## src/hw/lss_pkg.sv

```systemverilog
// constants and types for the lamp strike, fault and burst sequencer
// Operation
// - lamp voltage peak 20% over level faults
// - standalone comparator above reference faults, unrectified
// - excessive die temperature faults
// - direct and phase-shifted oscillator sync lock
// - phase input 0-2 V maps 0-180 degrees
// - current level input sets lamp current
// - internal burst period and proportional duty
// - detected external burst pwm overrides internal
// - phase burst keeps pwm, delays 0-360
// - burst oscillator locks to external pwm in phase burst mode
// - strike on enable; dimming, sync inhibited
// - strike starts double frequency, sweeps half
// - current lock: nominal frequency, enable features
// - voltage reached: halt sweep, start wait
// - current lock during wait resumes operation
// - wait expiry stops switching, faults
// - any fault disables the device
// - fault pin open drain, low on fault
package lss_pkg;

  // sequencer states, gray coded along idle-sweep-run
  typedef enum logic [2:0] {
    LSS_IDLE  = 3'h0,
    LSS_SWEEP = 3'h1,
    LSS_RUN   = 3'h3,
    LSS_WAIT  = 3'h2,
    LSS_FAULT = 3'h6
  } lss_state_t;

  // oscillator sync mode
  typedef enum logic [1:0] {
    LSS_SYNC_REF    = 2'h0,
    LSS_SYNC_DIRECT = 2'h1,
    LSS_SYNC_PHASE  = 2'h2
  } lss_sync_t;

  // overvoltage ratio: trip when peak * 5 > level * 6
  localparam logic [2:0] OVP_NUM = 3'h6;
  localparam logic [2:0] OVP_DEN = 3'h5;

  // phase control code for 2 V, as a shift (code 0x80)
  localparam int         PH_SHIFT    = 7;
  localparam logic [7:0] PH_FULL     = 8'h80;
  localparam logic [8:0] PH_DEG_HALF = 9'h0B4;
  localparam logic [8:0] PH_DEG_FULL = 9'h168;

  // duty code full scale as a shift
  localparam int DUTY_SHIFT = 8;

  // reset values
  localparam logic [15:0] RST_LF_PERIOD = 16'h0000;

endpackage

```

## src/hw/lss_sequencer.sv

```systemverilog
// lamp strike, fault entry and burst source sequencer
`timescale 1ns/100ps
module lss_sequencer #(
  parameter int WAIT_SCALE  = 1024,
  parameter int PWM_TIMEOUT = 65535
) (
  // clock and reset
  input  wire logic                 clk,
  input  wire logic                 rstn,
  // enable and programming
  input  wire logic                 enable,
  input  wire logic [15:0]          nominal_period,
  input  wire logic [7:0]           sweep_timer_capacitor,
  input  wire logic [7:0]           current_level_input,
  // feedback and protection
  input  wire logic                 current_reached,
  input  wire logic                 voltage_reached,
  input  wire logic [7:0]           lamp_voltage_sense,
  input  wire logic [7:0]           voltage_reg_level,
  input  wire logic signed [7:0]    aux_comp_input,
  input  wire logic signed [7:0]    aux_comp_ref,
  input  wire logic                 over_temp,
  // sync and burst
  input  wire logic [7:0]           phase_control_input,
  input  wire logic                 phase_burst_mode,
  input  wire logic [15:0]          burst_freq_capacitor,
  input  wire logic [7:0]           burst_duty_input,
  input  wire logic                 duty_tied_high,
  input  wire logic                 burst_pwm_input,
  // power stage
  output logic                      switching_on,
  output logic [16:0]               switch_period,
  output logic                      voltage_reg_active,
  output logic [7:0]                current_setpoint,
  // oscillator sync
  output logic                      sync_lock_en,
  output lss_pkg::lss_sync_t        sync_mode,
  output logic [7:0]                osc_phase_deg,
  // burst
  output logic                      burst_on,
  output logic [8:0]                burst_phase_deg,
  // fault pin, open drain
  output logic                      fault_out,
  output logic                      fault_oe_n
);

  typedef struct packed {
    lss_pkg::lss_state_t st;
    logic                en_q;
    logic [16:0]         period;
    logic [7:0]          step_cnt;
    logic [23:0]         wait_cnt;
    logic                pwm_q;
    logic [15:0]         meas_cnt;
    logic [15:0]         ext_per;
    logic [15:0]         ext_hi;
    logic [15:0]         pwm_seen;
    logic [15:0]         lf_cnt;
    logic                burst;
    logic [7:0]          cur_set;
  } lss_reg_t;

  lss_reg_t s;
  lss_reg_t next_s;

  function automatic logic is_active(input lss_pkg::lss_state_t st);
    is_active = (st == lss_pkg::LSS_SWEEP) || (st == lss_pkg::LSS_WAIT) ||
                (st == lss_pkg::LSS_RUN);
  endfunction

  logic        rise;
  logic        ovp;
  logic        aux_trip;
  logic        flt;
  logic        pwm_rise;
  logic        pwm_fall;
  logic        ext_active;
  logic        ph_sync;
  logic [23:0] wait_limit;
  logic [10:0] ovp_lhs;
  logic [10:0] ovp_rhs;
  logic [15:0] lf_per;
  logic [23:0] duty_prod;
  logic [22:0] delay_prod;
  logic [15:0] delay;
  logic [15:0] rel;
  logic [16:0] sweep_end;
  logic        b_indep;
  logic        b_phase;

  always_comb begin
    rise       = enable & ~s.en_q;
    ovp_lhs    = 11'(lamp_voltage_sense * lss_pkg::OVP_DEN);
    ovp_rhs    = 11'(voltage_reg_level * lss_pkg::OVP_NUM);
    ovp        = ovp_lhs > ovp_rhs;
    aux_trip   = aux_comp_input > aux_comp_ref;
    flt        = ovp | aux_trip | over_temp;
    pwm_rise   = burst_pwm_input & ~s.pwm_q;
    pwm_fall   = ~burst_pwm_input & s.pwm_q;
    ext_active = (s.pwm_seen != 16'h0000) | duty_tied_high;
    ph_sync    = phase_control_input <= lss_pkg::PH_FULL;
    wait_limit = 24'(sweep_timer_capacitor * WAIT_SCALE);
    sweep_end  = {nominal_period, 1'b0};
    lf_per     = (phase_burst_mode & ext_active) ? s.ext_per
                                                 : burst_freq_capacitor;
    duty_prod  = burst_freq_capacitor * burst_duty_input;
    b_indep    = s.lf_cnt < duty_prod[23:lss_pkg::DUTY_SHIFT];
    delay_prod = 23'(s.ext_per * phase_control_input);
    delay      = ph_sync ? delay_prod[22:lss_pkg::PH_SHIFT] : 16'h0000;
    rel        = (s.lf_cnt >= delay) ? 16'(s.lf_cnt - delay)
                                     : 16'(s.lf_cnt + s.ext_per - delay);
    b_phase    = rel < s.ext_hi;
  end

  always_comb begin
    next_s       = s;
    next_s.en_q  = enable;
    next_s.pwm_q = burst_pwm_input;
    case (s.st)
      lss_pkg::LSS_IDLE: begin
        if (rise) begin
          next_s.st       = lss_pkg::LSS_SWEEP;
          next_s.period   = {1'b0, nominal_period[15:1]};
          next_s.step_cnt = 8'h00;
          next_s.wait_cnt = 24'h000000;
        end
      end
      lss_pkg::LSS_SWEEP: begin
        if (flt) begin
          next_s.st = lss_pkg::LSS_FAULT;
        end else if (current_reached) begin
          next_s.st     = lss_pkg::LSS_RUN;
          next_s.period = {1'b0, nominal_period};
        end else if (voltage_reached) begin
          next_s.st       = lss_pkg::LSS_WAIT;
          next_s.wait_cnt = 24'h000000;
        end else if (s.step_cnt >= sweep_timer_capacitor) begin
          next_s.step_cnt = 8'h00;
          if (s.period < sweep_end) begin
            next_s.period = 17'(s.period + 17'h00001);
          end
        end else begin
          next_s.step_cnt = 8'(s.step_cnt + 8'h01);
        end
      end
      lss_pkg::LSS_WAIT: begin
        if (flt) begin
          next_s.st = lss_pkg::LSS_FAULT;
        end else if (current_reached) begin
          next_s.st     = lss_pkg::LSS_RUN;
          next_s.period = {1'b0, nominal_period};
        end else if (s.wait_cnt + 24'h000001 >= wait_limit) begin
          next_s.st = lss_pkg::LSS_FAULT;
        end else begin
          next_s.wait_cnt = 24'(s.wait_cnt + 24'h000001);
        end
      end
      lss_pkg::LSS_RUN: begin
        if (flt) begin
          next_s.st = lss_pkg::LSS_FAULT;
        end
      end
      lss_pkg::LSS_FAULT: begin
        next_s.st = lss_pkg::LSS_FAULT;
      end
      default: begin
        next_s.st = lss_pkg::LSS_IDLE;
      end
    endcase
    if (!enable) begin
      next_s.st = lss_pkg::LSS_IDLE;
    end

    // external pwm detection and measurement
    next_s.meas_cnt = 16'(s.meas_cnt + 16'h0001);
    if (pwm_rise) begin
      next_s.ext_per  = 16'(s.meas_cnt + 16'h0001);
      next_s.meas_cnt = 16'h0000;
    end
    if (pwm_fall) begin
      next_s.ext_hi = 16'(s.meas_cnt + 16'h0001);
    end
    if (pwm_rise | pwm_fall) begin
      next_s.pwm_seen = 16'(PWM_TIMEOUT);
    end else if (s.pwm_seen != 16'h0000) begin
      next_s.pwm_seen = 16'(s.pwm_seen - 16'h0001);
    end

    // low frequency oscillator, pulled into lock by pwm rising edges in phase burst mode
    if (phase_burst_mode & pwm_rise) begin
      next_s.lf_cnt = 16'h0000;
    end else if (s.lf_cnt + 16'h0001 >= lf_per) begin
      next_s.lf_cnt = 16'h0000;
    end else begin
      next_s.lf_cnt = 16'(s.lf_cnt + 16'h0001);
    end

    // burst source selection, only in current regulation
    if (s.st != lss_pkg::LSS_RUN) begin
      next_s.burst = 1'b1;
    end else if (phase_burst_mode & ext_active) begin
      next_s.burst = b_phase;
    end else if (ext_active) begin
      next_s.burst = burst_pwm_input;
    end else begin
      next_s.burst = b_indep;
    end
    next_s.cur_set = next_s.burst ? current_level_input : 8'h00;
  end

  always_ff @(posedge clk or negedge rstn) begin
    if (!rstn) begin
      s          <= '0;
      s.st       <= lss_pkg::LSS_IDLE;
      s.lf_cnt   <= lss_pkg::RST_LF_PERIOD;
    end else begin
      s <= next_s;
    end
  end

  // outputs
  assign switching_on       = is_active(s.st);
  assign switch_period      = s.period;
  assign voltage_reg_active = s.st == lss_pkg::LSS_WAIT;
  assign current_setpoint   = s.cur_set;
  assign sync_lock_en       = (s.st == lss_pkg::LSS_RUN) & ph_sync;
  assign sync_mode          = !ph_sync ? lss_pkg::LSS_SYNC_REF :
                              (phase_control_input == 8'h00) ? lss_pkg::LSS_SYNC_DIRECT :
                              lss_pkg::LSS_SYNC_PHASE;
  assign osc_phase_deg      = ph_sync ? 8'((16'(phase_control_input) * lss_pkg::PH_DEG_HALF)
                                           >> lss_pkg::PH_SHIFT) : 8'h00;
  assign burst_phase_deg    = ph_sync ? 9'((16'(phase_control_input) * lss_pkg::PH_DEG_FULL)
                                           >> lss_pkg::PH_SHIFT) : 9'h000;
  assign burst_on           = s.burst;
  assign fault_out          = 1'b0;
  assign fault_oe_n         = s.st != lss_pkg::LSS_FAULT;

  // checks
  chk_ovp_fault: assert property (@(posedge clk) disable iff (!rstn)
    is_active(s.st) && enable && ovp |=> s.st == lss_pkg::LSS_FAULT)
    else $error("overvoltage did not fault");
  chk_aux_fault: assert property (@(posedge clk) disable iff (!rstn)
    is_active(s.st) && enable && aux_trip |=> fault_oe_n == 1'b0)
    else $error("standalone comparator did not fault");
  chk_temp_fault: assert property (@(posedge clk) disable iff (!rstn)
    is_active(s.st) && enable && over_temp |=> !switching_on)
    else $error("overtemperature did not stop switching");
  chk_strike_start: assert property (@(posedge clk) disable iff (!rstn)
    s.st == lss_pkg::LSS_IDLE && rise
    |=> s.st == lss_pkg::LSS_SWEEP && s.period == {1'b0, $past(nominal_period) >> 1})
    else $error("strike did not start at double frequency");
  chk_lock_run: assert property (@(posedge clk) disable iff (!rstn)
    s.st == lss_pkg::LSS_SWEEP && enable && !flt && current_reached
    |=> s.st == lss_pkg::LSS_RUN && s.period == {1'b0, $past(nominal_period)})
    else $error("current lock did not switch to nominal");
  chk_vreg_halt: assert property (@(posedge clk) disable iff (!rstn)
    s.st == lss_pkg::LSS_WAIT ##1 s.st == lss_pkg::LSS_WAIT |-> $stable(s.period))
    else $error("sweep moved during voltage regulation");
  chk_sync_gate: assert property (@(posedge clk) disable iff (!rstn)
    sync_lock_en |-> s.st == lss_pkg::LSS_RUN && burst_on == s.burst)
    else $error("sync enabled outside current regulation");
  chk_wait_expire: assert property (@(posedge clk) disable iff (!rstn)
    s.st == lss_pkg::LSS_WAIT && enable && !flt && !current_reached &&
    s.wait_cnt + 24'h000001 >= wait_limit |=> s.st == lss_pkg::LSS_FAULT)
    else $error("wait timer expiry did not fault");
  chk_fault_hold: assert property (@(posedge clk) disable iff (!rstn)
    s.st == lss_pkg::LSS_FAULT && enable |=> s.st == lss_pkg::LSS_FAULT)
    else $error("fault released without enable toggle");
  chk_burst_ext: assert property (@(posedge clk) disable iff (!rstn)
    s.st == lss_pkg::LSS_RUN && enable && !flt && !phase_burst_mode && duty_tied_high
    |=> burst_on == $past(burst_pwm_input))
    else $error("external pwm did not drive bursts");

  // state and fault pin checks
  chk_idle_quiet: assert property (@(posedge clk) disable iff (!rstn)
    s.st == lss_pkg::LSS_IDLE |-> !switching_on)
    else $error("switching while idle");
  chk_fault_stop: assert property (@(posedge clk) disable iff (!rstn)
    s.st == lss_pkg::LSS_FAULT |-> !switching_on)
    else $error("switching while in fault");
  chk_fault_pin: assert property (@(posedge clk) disable iff (!rstn)
    s.st == lss_pkg::LSS_FAULT |-> !fault_oe_n && fault_out == 1'b0)
    else $error("fault pin not pulled low in fault");
  chk_pin_release: assert property (@(posedge clk) disable iff (!rstn)
    s.st != lss_pkg::LSS_FAULT |-> fault_oe_n)
    else $error("fault pin driven outside fault");
  chk_enable_low: assert property (@(posedge clk) disable iff (!rstn)
    !enable |=> s.st == lss_pkg::LSS_IDLE)
    else $error("enable low did not return to idle");

  // strike sequence checks
  chk_sweep_ceiling: assert property (@(posedge clk) disable iff (!rstn)
    s.st == lss_pkg::LSS_SWEEP |-> s.period <= sweep_end)
    else $error("sweep went past half frequency");
  chk_sweep_step: assert property (@(posedge clk) disable iff (!rstn)
    s.st == lss_pkg::LSS_SWEEP ##1 s.st == lss_pkg::LSS_SWEEP
    |-> s.period == $past(s.period) || s.period == 17'($past(s.period) + 17'h00001))
    else $error("sweep step not downward by one");
  chk_vreg_enter: assert property (@(posedge clk) disable iff (!rstn)
    s.st == lss_pkg::LSS_SWEEP && enable && !flt && !current_reached && voltage_reached
    |=> s.st == lss_pkg::LSS_WAIT && voltage_reg_active)
    else $error("voltage reached did not start wait");
  chk_wait_recover: assert property (@(posedge clk) disable iff (!rstn)
    s.st == lss_pkg::LSS_WAIT && enable && !flt && current_reached
    |=> s.st == lss_pkg::LSS_RUN)
    else $error("current lock in wait did not resume");
  chk_run_period: assert property (@(posedge clk) disable iff (!rstn)
    s.st == lss_pkg::LSS_RUN ##1 s.st == lss_pkg::LSS_RUN |-> $stable(s.period))
    else $error("period moved in current regulation");
  chk_strike_sync: assert property (@(posedge clk) disable iff (!rstn)
    s.st != lss_pkg::LSS_RUN |-> !sync_lock_en)
    else $error("sync enabled during strike");
  chk_strike_burst: assert property (@(posedge clk) disable iff (!rstn)
    s.st == lss_pkg::LSS_SWEEP || s.st == lss_pkg::LSS_WAIT |-> burst_on)
    else $error("burst dimming active during strike");

  // current setpoint checks
  chk_setpoint_on: assert property (@(posedge clk) disable iff (!rstn)
    burst_on |-> current_setpoint == $past(current_level_input))
    else $error("setpoint does not follow current level");
  chk_setpoint_off: assert property (@(posedge clk) disable iff (!rstn)
    !burst_on |-> current_setpoint == 8'h00)
    else $error("setpoint not zero between bursts");

  // sync mode checks
  chk_sync_ref: assert property (@(posedge clk) disable iff (!rstn)
    phase_control_input > lss_pkg::PH_FULL |-> sync_mode == lss_pkg::LSS_SYNC_REF && !sync_lock_en)
    else $error("reference mode not selected");
  chk_sync_direct: assert property (@(posedge clk) disable iff (!rstn)
    phase_control_input == 8'h00 |-> sync_mode == lss_pkg::LSS_SYNC_DIRECT && osc_phase_deg == 8'h00)
    else $error("direct lock mode not selected");
  chk_osc_full: assert property (@(posedge clk) disable iff (!rstn)
    phase_control_input == lss_pkg::PH_FULL |-> osc_phase_deg == 8'(lss_pkg::PH_DEG_HALF))
    else $error("oscillator phase wrong at full scale");
  chk_burst_full: assert property (@(posedge clk) disable iff (!rstn)
    phase_control_input == lss_pkg::PH_FULL |-> burst_phase_deg == lss_pkg::PH_DEG_FULL)
    else $error("burst phase wrong at full scale");

  // burst source checks
  chk_indep_burst: assert property (@(posedge clk) disable iff (!rstn)
    s.st == lss_pkg::LSS_RUN && enable && !flt && !ext_active |=> burst_on == $past(b_indep))
    else $error("internal burst not used");
  chk_burst_follow: assert property (@(posedge clk) disable iff (!rstn)
    s.st == lss_pkg::LSS_RUN && enable && !flt && !phase_burst_mode && ext_active
    |=> burst_on == $past(burst_pwm_input))
    else $error("detected pwm did not override bursts");
  chk_phase_burst: assert property (@(posedge clk) disable iff (!rstn)
    s.st == lss_pkg::LSS_RUN && enable && !flt && phase_burst_mode && ext_active
    |=> burst_on == $past(b_phase))
    else $error("phase shifted burst not used");
  chk_lf_lock: assert property (@(posedge clk) disable iff (!rstn)
    phase_burst_mode && pwm_rise |=> s.lf_cnt == 16'h0000)
    else $error("burst oscillator not pulled to pwm edge");

endmodule

```

## config.mk

```make
export PLATFORM = sky130hd
export DESIGN_NAME = lss_sequencer
export DESIGN_NICKNAME = d
export VERILOG_FILES = /design/src/hw/lss_pkg.sv /design/src/hw/lss_sequencer.sv
export SDC_FILE = /design/constraint.sdc
export NUM_CORES = 1
export LEC_CHECK = 0
export ABC_AREA = 1
export BUFFER_PORTS_ARGS = -buffer_cell sky130_fd_sc_hd__buf_2
export CORE_UTILIZATION = 64
export DETAILED_ROUTE_END_ITERATION = 10
export GPL_TIMING_DRIVEN = 0
export PLACE_DENSITY = 0.84
export SLEW_MARGIN = 20
export SYNTH_ARGS = -nofsm -noshare
export SYNTH_HDL_FRONTEND = slang
export SYNTH_SLANG_ARGS = --single-unit
```

## constraint.sdc

```tcl
create_clock -name clk -period 9.9 [get_ports clk]
set_input_delay 1.98 -clock clk [delete_from_list [all_inputs] [get_ports clk]]
set_output_delay 1.98 -clock clk [all_outputs]
set_load 0.01 [all_outputs]
```

Word level (Yosys, flattened, before mapping)
Cells that the tools add are included.
- multiply operators: 6
- magnitude comparators: 10
- reduce and logical (&&, ||, !) cells: 12
- $add $sub $neg: 9
- equality and inequality tests: 22
- multiplexer cells: 43
- bitwise gates (word level): 13
- operators by type and width (cell ; number):
    $mux 16 ; 7
    $mux 49 ; 2
    $mux 24 ; 4
    $mux 17 ; 5
    $pmux 24 s3 ; 1
    $mux 32 ; 2
    $pmux 17 s3 ; 1
    $add 16x1->16 const B ; 2
    $ge 16x16->1 ; 2
    $lt 16x16->1 ; 2
    $sub 16x16->16 ; 2
    $mux 3 ; 9
    $mul 8x6->13 const B ; 2
    $mux 25 ; 1
    $add 24x1->24 const B ; 1
    $ge 24x18->1 ; 1
    $mul 16x8->24 ; 1
    $mux 8 ; 3
    $mul 16x8->23 ; 1
    $ne 2x2->1 const B ; 9
    $ne 3x3->1 const B ; 6
    $add 17x1->17 const B ; 1
    $lt 17x17->1 ; 1
    $add 16x16->16 ; 1
    other kinds (31) ; 48
- register bits: 143
- output and inout port bits: 50
- logic and storage cells: 128
- input port bits: 105

Longest topological paths before layout
Gate-level depths: netlist of the first run.
- word-level depth: 8
- mapped depth: 45
- mapped depth without buffers: 43

Worst setup path before layout of the first run
No wires, ideal clock.
- path kind: input -> register
- start point: input phase_control_input[7]
- end point: register s, in the netlist current_setpoint[0]
- buffers on the path: 2
- library setup time: 0.078 ns
- stages: 43
- arrival time: 9.240 ns
- setup slack: 0.582 ns
- data required time: 9.822 ns
- cells stage by stage: clkbuf_1 > clkbuf_1 > nand2_1 > fa_1 > fa_1 > inv_1 > fa_1 > inv_1 > fa_1 > inv_1 > ha_1 > nand2_1 > o21a_1 > o21ai_0 > inv_1 > o21ai_0 > nand2_1 > nand2_1 > (+7 left out) > inv_1 > nand2_1 > nand3b_1 > nand2_1 > o21ai_0 > nand3_1 > nand2_1 > nand2_1 > nand3_1 > o21ai_0 > ha_1 > a21oi_1 > o21ai_0 > nand3_1 > a21oi_1 > a2111oi_0 > nand2_1 > a21oi_1
- RTL lines (element ; line ; text):
    start: declaration ; lss_sequencer.sv:24 ; input wire logic [7:0] phase_control_input,
    end signal: assignment ; lss_sequencer.sv:217 ; s <= next_s;
    end: declaration ; lss_sequencer.sv:63 ; lss_reg_t s;

==> results of run 1 <==
metal layers:
metal / track usage (%) / wire (um) / vias to the layer above / part of all wire [%]
li1: - / - / 9635 / -
met1: 41.6 / 22600 / 9421 / 42
met2: 56.0 / 26400 / 753 / 49
met3: 4.69 / 3630 / 126 / 6.7
met4: 11.6 / 1510 / 2 / 2.8
met5: 0 / 13 / - / 0.024
cell type report:
type                            instances  share of cell area [%]
Inverter                              710                    11.3
Sequential cell                       143                    15.1
Multi-Input combinational cell       2052                    63.0
Buffer                                116                    2.64
Clock buffer                           17                    1.80
Timing Repair Buffer                  135                    3.04
Tap cell                              448                    2.37
Clock inverter                         15                   0.710
cells by family (layout without fill, tap and decap cells):
family                     count (synthesis)  after routing  share of synthesized area [%]
buffers and inverters                    832            993                           15.1
AOI/OAI and AO/OA                        443            443                           11.6
and+or+nand+nor                         1064           1064                           20.4
DFF                                      143            143                           16.5
adders and majority gates                451            451                           32.7
other                                      1              1                         0.0173
xor gates and xnor gates                  92             92                           3.71
muxes                                      1              1                         0.0461
placed cells by master (no fill, tap or decap), drive strengths merged, types with 34 or more instances in the layout:
cell type and count:
inv 719, nand2 657, ha 258, nor2 210
fa 193, a21oi 185, buf 180, o21ai 178
dfrtp 143, nand3 94, clkbuf 88, xor2 58
nor3 37, xnor2 34
critical path: cells and delay by family:
kind	cells	cell delay [ps]
and+or+nand+nor	10	1130
buffers and inverters	9	1040
AOI/OAI and AO/OA	14	2310
adders and majority gates	8	3430
power by group:
| part | internal, mW | switching (mW) | total (mW) |
|---|---|---|---|
| combinational | 1.50 | 2.39 | 3.89 |
| sequential | 0.663 | 0.101 | 0.763 |
| clock | 0.359 | 0.294 | 0.653 |
what timing repair did:
| item | in CTS | in global routing |
|---|---|---|
| gates resized for setup | 8 | 31 |
| pin swaps | 1 | 0 |
| buffers inserted | 1 | 2 |
| endpoints found under the setup margin | 9 | 9 |
metrics by stage:
step           hold slack, ps  instances
3_5_place_dp              479       3607
2_1_floorplan             453       3027
6_report                  496       3636
5_1_grt                   528       3636
3_3_place_gp              474       3606
4_1_cts                   502       3636
path summary, 6_finish.rpt:
path / start / end / cells after the start
worst max-delay path: phase_control_input[4] / current_setpoint[5] / 41
worst min-delay path: s[50] / s[50] / 2
worst max register to register: s[61] / current_setpoint[5] / 36
worst min register to register: s[50] / s[50] / 2
max in group asynchronous: rstn / s[26] / 2
min in group asynchronous: rstn / s[102] / 1
state kept, by name, indices dropped and copies added (netlist names):
signal            cells
burst_on              1
current_setpoint      8
s                   117
switch_period        17
==> summary.md, run 1 <==
| Metric | Value |
|---|---|
| Vias in the first global route | 19500 |
| Slowest CP cell | fa_1 |
| Fmax | 105 MHz |
| Synth Flop Type | dfrtp_1 |
| DRT iter0 DRCs | 1291 |
| HP Class | reg2reg |
| Syn Nets | 3583 |
| CP Class | in2reg |
| Reg clk slew, reported paths | 70 ps |
| Period utilization | 96.3% |
| CTS buffer count | 17 |
| Drc violations | 0 |
| RSZ-0062 raised after global routing | no |
| Number of clock sinks | 143 |
| Largest net degree at the start of global routing | 93 |
| FP Rows | 67 |
| Tmin final | 9540 ps |
| Top cells by area, synth | fa_1 (18%), dfrtp_1 (16%), ha_1 (15%), inv_1 (12%), nand2_1 (11%) |
| Gr ovfl total | 0 |
| Port Buffers | 131 |
| Setup TNS | 0 ps |
| Slew Limit Headroom | 38.4% |
| Type of origin of the critical path | input port |
| GP Congestion | 0.946 |
| Synth-to-Final Area Change | 8.81% |
| Root Buffer Master | clkbuf_16 |
| Vias | 19900 |
| First-pass GRT wire length | 90.0 mm |
| Setup Viol. Count Final | 0 |
| Leakage | 13.4 nW |
| Die Width | 186 um |
| H-tree lvl count | 4 |
| # IOs | 155 |
| Endpoint class of the critical path | register |
| Initial Utilization | 64.9% |
| Antenna violations before repair | 1 |
| Cells after synthesis | 3027 |
| Max_cap viols | 0 |
| Antenna-violating nets left | 0 |
| Status | completed |
| Clock latency at the later pin of the worst-skew pair | 440 ps |
| Flop2flop setup slack | 1350 ps |
| Final worst setup slack | 364 ps |
| CP max stage delay | 550 ps |
| Finished Core Util | 70.6% |
| Dpl ws | -1050 ps |
| Clock Tree Buf Depth | 2 |
| Routed wire length per instance | 14.9 um |
| Fin. Hold Viols | 0 |
| Die area | 34700 um^2 |
| Area of the multi-input gates | 14900 um^2 |
| CTS tree | done |
| Mapped Area | 21700 um^2 |
| Power per cell area | 225 nW/um^2 |
| Post-synth EDFFs | 0 |
| Asr flop ratio synth | 100% |
| Fraction of layout cells with a size suffix above 1 | 8.66% |
| Largest area contributor in the netlist | fa_1 |
| Core ar. | 33400 um^2 |
| Yosys warns | 0 |
| Avg Cell Area, Syn | 7.17 um^2 |
| Finished Cell Area | 23600 um^2 |
| Slew Viols, Final | 0 |
| Critical path peak fanout | 10 |
| Crit path DAT | 9890 ps |
| Worst-Margin Slew | 924 ps |
| Most common cell in the netlist | inv_1 |
| DP HPWL | 44.2 mm |
| Area share of the largest cell type after synthesis | 17.8% |
| Post-CTS Hold Buffers | 0 |
| Total power | 5.30 mW |
| Nets | 3731 |
| Synth cell count leaders | inv_1 (709), nand2_1 (652), ha_1 (258) |
| Storage element area | 3580 um^2 |
| Post-synthesis sequential area ratio | 16.5% |
| Setup Skew | 10.2 ps |
| Synth unique cells | 56 |
| # fillers | 2791 |
| Total track usage | 32.5% |
| Overall routed net length | 54.2 mm |
| Initial DRT Pass Iterations | 6 |
| Worst Path Required | 10250 ps |
| Worst IR Drop VDD | 0.000161 V |
| Vias per cell | 5.48 |
| Most used cell, CP | nand2_1 |
| N_diodes | 0 |
| Die Ht | 186 um |
| Placed Area | 23000 um^2 |
| FF+latch count, synth | 143 |
Power figures use the tool's default switching activity.
==> run 2, diff against run 1 <==
- CORE_UTILIZATION: 64 -> 45
- PLACE_DENSITY: 0.84 -> not set
==> run 2 against run 1 <==
Maximum frequency rose by 1.5%. Register-to-register slack better by 170 ps. Sequential cell count unchanged. Worst hold slack worse by 2.6 ps. Highest routed layer is now met4.
==> summary.md, run 2 (synthesis gave the netlist of run 1 again) <==
| Metric | Value |
|---|---|
| NetSw | 2.75 mW (-1.4%) |
| Endpoint class of the critical path | register |
| Largest register FFs | 117 (unchanged) |
| Flop2flop setup slack | 1520 ps (+170 ps) |
| Finished Cell Area | 23800 um^2 (+0.76%) |
| R2R Path Start | s[60] |
| Most frequent cells in the layout | inv_1 (709), nand2_1 (652), ha_1 (257) |
| Biggest register | s |
| Type of origin of the critical path | input port |
| Drc violations | 0 (unchanged) |
| Placed Area | 23200 um^2 (+0.91%) |
| H-tree lvl count | 4 (unchanged) |
| Reg power frac | 14.5% (about the same) |
| Final worst setup slack | 503 ps (+138 ps) |
| Switch share | 52.3% (-0.26 points) |
| Gr ovfl total | 0 (unchanged) |
| Internal power | 2.51 mW (-0.37%) |
| Worst reg-to-reg path cell count | 35 (-2.8%) |
| Worst Path Required | 10260 ps (about the same) |
| # fillers | 4833 (+73%) |
| Antenna-violating nets left | 0 (unchanged) |
| Max_cap viols | 0 (unchanged) |
| Port Buffers | 131 (unchanged) |
| Power per cell area | 221 nW/um^2 (-1.7%) |
| Clock Tree Buf Depth | 2 (unchanged) |
| First-pass GRT wire length | 93.9 mm (+4.4%) |
| Hold_ws | 494 ps (-2.56 ps) |
| Antenna violations before repair | 1 (unchanged) |
| Largest net degree at the start of global routing | 75 (-19%) |
| Root Buffer Master | clkbuf_16 |
| Initial DRT Pass Iterations | 7 (+1) |
| Dpl ws | -1200 ps (-147 ps) |
| Most common cell after layout, fill and taps aside | inv_1 |
| Synth-to-Final Area Change | 9.64% |
| Crit path DAT | 9760 ps (-130 ps) |
| Die Ht | 222 um (+19%) |
| Vias per cell | 5.09 (-7.2%) |
| CTS tree | done |
| DRT iter0 DRCs | 1095 (-15%) |
| Min-Delay Endpoint | s[43] |
| Leakage | 13.4 nW (-0.23%) |
| Reg clk slew, reported paths | 70 ps (about the same) |
| Number of clock sinks | 143 (unchanged) |
| Storage element area | 3580 um^2 (unchanged) |
| Combinational Power Share | 73.7% (+0.4 points) |
| Setup Skew | 11.2 ps (+1.06 ps) |
| Fraction of layout cells with a size suffix above 1 | 8.60% (-0.055 points) |
| Total track usage | 23.4% (-9.1 points) |
| Slew Viols, Final | 0 (unchanged) |
| Clock latency at the later pin of the worst-skew pair | 440 ps (about the same) |
| Initial Utilization | 45.6% (-19 points) |
| Slowest CP cell | fa_1 |
| Status | completed |
| HP Class | reg2reg |
| Vias in the first global route | 19200 (-1.4%) |
| Area of the multi-input gates | 14900 um^2 (about the same) |
| # IOs | 155 (unchanged) |
| Most used cell, CP | inv_1 |
| FF-to-FF End | current_setpoint[5] |
| Routed wire length per instance | 14.6 um (-1.7%) |
| GP Congestion | 0.960 (+1.5%) |
| Hold depth | 2 (unchanged) |
| Core ar. | 47600 um^2 (+42%) |
| CP max stage delay | 560 ps (about the same) |
| Nets | 3729 (-0.054%) |
| Die area | 49100 um^2 (+42%) |
| Hold path startpoint | s[43] |
| CP Class | in2reg |
| Vias | 19300 (-3.0%) |
| CTS buffer count | 17 (unchanged) |
| Fin. Hold Viols | 0 (unchanged) |
| Setup Viol. Count Final | 0 (unchanged) |
| FP Rows | 80 (+19%) |
| Overall routed net length | 55.7 mm (+2.7%) |
| Fmax | 106 MHz (+1.5%) |
| Worst IR Drop VDD | 0.000186 V (+16%) |
| Tmin final | 9400 ps (-138 ps) |
| Period utilization | 94.9% (-1.4 points) |
| Slew Limit Headroom | 38.3% (-0.10 points) |
| Worst-Margin Slew | 926 ps (+1.56 ps) |
| Critical path peak fanout | 10 (unchanged) |
| DP HPWL | 46.4 mm (+4.9%) |
| Die Width | 222 um (+19%) |
| Clk pwr share | 11.8% (-0.5 points) |
## run 2: worst max-delay path: cells and delay by family
kind | cells | cell delay (ps)
buffers and inverters | 10 | 1160
AOI/OAI and AO/OA | 13 | 2080
adders and majority gates | 8 | 3560
and+or+nand+nor | 7 | 990
## run 2: what timing repair did
item,4_1_cts,5_1_grt
pin swaps,1,0
gates cloned,0,0
hold buffers,0,0
resized for setup,9,43
buffers inserted,1,0
setup endpoints to repair,9,9
## run 2: final cells by class
| cell class | instances | area share, % |
|---|---|---|
| Clock buffer | 20 | 1.88 |
| Timing Repair Buffer | 133 | 2.99 |
| Clock inverter | 11 | 0.447 |
| Tap cell | 615 | 3.23 |
| Inverter | 710 | 11.2 |
| Multi-Input combinational cell | 2052 | 62.5 |
| Antenna cell | 1 | 0.0105 |
| Buffer | 116 | 2.67 |
| Sequential cell | 143 | 15.0 |
## run 2: metal layers
metal	global-route usage, %	part of all wire [%]
met1	31.0	45
met2	39.8	48
met3	3.35	4.7
met4	6.79	2.2
met5	0	0
## run 2: metrics by stage
stage               setup TNS [ps]  instances  total power, mW  utilization, %
CTS                              0       3800             5.25            49.8
detailed placement          -10430       3774             4.58            48.6
floorplan                        0       3027             3.59               -
global placement             -9420       3773             4.49            48.6
global route                 -4.11       3800             5.90            49.9
finish                           0       3801             5.26            50.0
## run 2: worst max-delay path by stage
stage	end	depth (start not counted)	start	slack, ps
3_3_place_gp	current_setpoint[5]	44	phase_control_input[7]	-1080
4_1_cts	current_setpoint[4]	44	phase_control_input[7]	10
6_report	current_setpoint[5]	38	phase_control_input[2]	500
5_1_grt	current_setpoint[7]	42	phase_control_input[2]	-4
3_5_place_dp	current_setpoint[4]	44	phase_control_input[7]	-1200
2_1_floorplan	current_setpoint[0]	43	phase_control_input[7]	580
## run 2: power by group through the flow
stage / registers, mW / logic, mW / clock network [mW]
floorplan: 0.738 / 2.86 / 0
global placement: 0.771 / 3.72 / 0
detailed placement: 0.769 / 3.81 / 0
CTS: 0.761 / 3.85 / 0.638
global route: 0.777 / 4.46 / 0.664
finish: 0.764 / 3.87 / 0.620
==> run 3, diff against run 2 <==
- MAX_ROUTING_LAYER: not set -> met4
==> run 3 against run 2 <==
Maximum frequency decreased by 0.64%. First-iteration DRC count grew 9.8%. Cell area up 0.37%. Largest cell class unchanged.
==> summary.md, run 3 (synthesis gave the netlist of run 1 again) <==
| Metric | Value |
|---|---|
| Routed wire length per instance | 14.7 um (+0.41%) |
| CTS tree | done |
| CTS buffer count | 17 (unchanged) |
| Vias | 19300 (-0.23%) |
| Reg clk slew, reported paths | 70 ps (about the same) |
| Min-Delay Endpoint | s[44] |
| Antenna-violating nets left | 0 (unchanged) |
| Status | completed |
| R2R Path Start | s[60] |
| Placed cells | 3774 (unchanged) |
| Slowest CP cell | fa_1 |
| Type of origin of the critical path | input port |
| Die area | 49100 um^2 (unchanged) |
| Most common cell after layout, fill and taps aside | inv_1 |
| Gr ovfl total | 0 (unchanged) |
| Antenna violations before repair | 1 (unchanged) |
| Largest net degree at the start of global routing | 97 (+29%) |
| Die Width | 222 um (unchanged) |
| Total power | 5.33 mW (+1.5%) |
| Total track usage | 24.1% (+0.67 points) |
| Vias per cell | 5.08 (-0.25%) |
| Initial Utilization | 45.6% (unchanged) |
| Max_cap viols | 0 (unchanged) |
| Worst reg-to-reg path cell count | 38 (+8.6%) |
| Clock Tree Buf Depth | 2 (unchanged) |
| NetSw | 2.79 mW (+1.7%) |
| Hold_ws | 490 ps (-3.98 ps) |
| Hold depth | 2 (unchanged) |
| Clk pwr share | 12.2% (+0.4 points) |
| Worst-Margin Slew | 927 ps (+1.66 ps) |
| Worst IR Drop VDD | 0.000141 V (-24%) |
| Most frequent cells in the layout | inv_1 (709), nand2_1 (651), ha_1 (256) |
| Initial DRT Pass Iterations | 6 (-1) |
| DP HPWL | 46.2 mm (-0.50%) |
| Leakage | 13.4 nW (+0.25%) |
| Slew Limit Headroom | 38.2% (-0.11 points) |
| Tmin final | 9460 ps (+61.0 ps) |
| CP Class | in2reg |
| Root Buffer Master | clkbuf_16 |
| Crit path DAT | 9830 ps (+70 ps) |
| Combinational Power Share | 73.5% (-0.2 points) |
| DRT iter0 DRCs | 1202 (+9.8%) |
| Largest register FFs | 117 (unchanged) |
| Post-CTS Hold Buffers | 0 (unchanged) |
| H-tree lvl count | 4 (unchanged) |
| Setup Skew | 8.07 ps (-3.14 ps) |
| Critical path peak fanout | 10 (unchanged) |
| First-pass GRT wire length | 93.7 mm (-0.21%) |
| FF-to-FF End | current_setpoint[3] |
| Biggest register | s |
| Most used cell, CP | inv_1 |
| # IOs | 155 (unchanged) |
| Reg power frac | 14.3% (-0.2 points) |
| Final Non-Filler Cells | 3802 (+0.026%) |
| CP max stage delay | 560 ps (about the same) |
| Nets | 3729 (unchanged) |
| Fraction of layout cells with a size suffix above 1 | 8.91% (+0.31 points) |
| Worst Path Required | 10270 ps (about the same) |
| Switch share | 52.4% (+0.13 points) |
| Flop2flop setup slack | 1370 ps (-150 ps) |
| Hold path startpoint | s[44] |
| Die Ht | 222 um (unchanged) |
| Drc violations | 0 (unchanged) |
| Setup TNS | 0 ps (unchanged) |
| Internal power | 2.54 mW (+1.2%) |
| HP Class | reg2reg |
| FP Rows | 80 (unchanged) |
| Setup Viol. Count Final | 0 (unchanged) |
| Synth-to-Final Area Change | 10.0% |
| Endpoint class of the critical path | register |
| Vias in the first global route | 18900 (-1.4%) |
| Clock latency at the later pin of the worst-skew pair | 450 ps (about the same) |
| Power per cell area | 223 nW/um^2 (+1.1%) |
| GP Congestion | 0.971 (+1.1%) |
| Port Buffers | 131 (unchanged) |
| Fmax | 106 MHz (-0.64%) |
| Fin. Hold Viols | 0 (unchanged) |
| Slew Viols, Final | 0 (unchanged) |
| Number of clock sinks | 143 (unchanged) |
| Overall routed net length | 55.9 mm (+0.44%) |
| Period utilization | 95.5% (+0.62 points) |
| Core ar. | 47600 um^2 (unchanged) |
[run 3: final cells by class]
cell class	instances	area (um^2)
diodes	1	2.50
plain buffers	116	647
clock buffers	18	439
clock inverters	14	148
fillers	4815	23800
inverters	710	2670
multi-input cells	2052	14900
flip-flops and latches	143	3580
well taps	615	769
repair buffers	133	713
[run 3: power groups by stage]
stage	combinational, mW	sequential [mW]	clock (mW)
after global routing	4.50	0.777	0.692
final	3.92	0.762	0.653
after floorplan	2.86	0.738	0
after CTS	3.85	0.761	0.669
after global placement	3.72	0.771	0
after detailed placement	3.80	0.770	0
[run 3: worst max-delay path by stage]
stage	start	to	slack, ps	depth (start not counted)
global route	phase_control_input[4]	current_setpoint[1]	-40	43
floorplan	phase_control_input[7]	current_setpoint[0]	580	43
global placement	phase_control_input[7]	current_setpoint[5]	-1140	37
CTS	phase_control_input[7]	current_setpoint[1]	20	43
finish	phase_control_input[7]	current_setpoint[3]	440	39
detailed placement	phase_control_input[7]	current_setpoint[1]	-1300	43
[run 3: repair_timing]
item	CTS	global route
resized for setup	10	54
buffers inserted	1	0
endpoints found under the setup margin	9	9
pin swaps	1	5
[run 3: stage by stage]
step | utilization [%] | cell area [um^2] | worst slack, ps
floorplan | - | 21700 | 582
global placement | 48.6 | 23100 | -1140
detailed placement | 48.6 | 23200 | -1300
CTS | 49.9 | 23800 | 21.1
global route | 50.1 | 23900 | -35.8
finish | 50.1 | 23900 | 442
[run 3: layer usage]
layer  share of wire, %  vias to the layer above  GRT usage [%]  wire, um
li1                   -                     9622              -         -
met1                 46                     9199           31.7     25800
met2                 48                      429           40.2     27000
met3                4.3                       49           2.58      2400
met4                1.3                        0           4.84       722
met5                  0                        -              -         0
[run 3: worst max-delay path: cells and delay by family]
kind,cells,cell delay [ps]
buffers and inverters,11,1070
AND/OR/NAND/NOR,7,1010
adder cells (fa/ha/maj),8,3650
AO/OA/AOI/OAI,13,2090
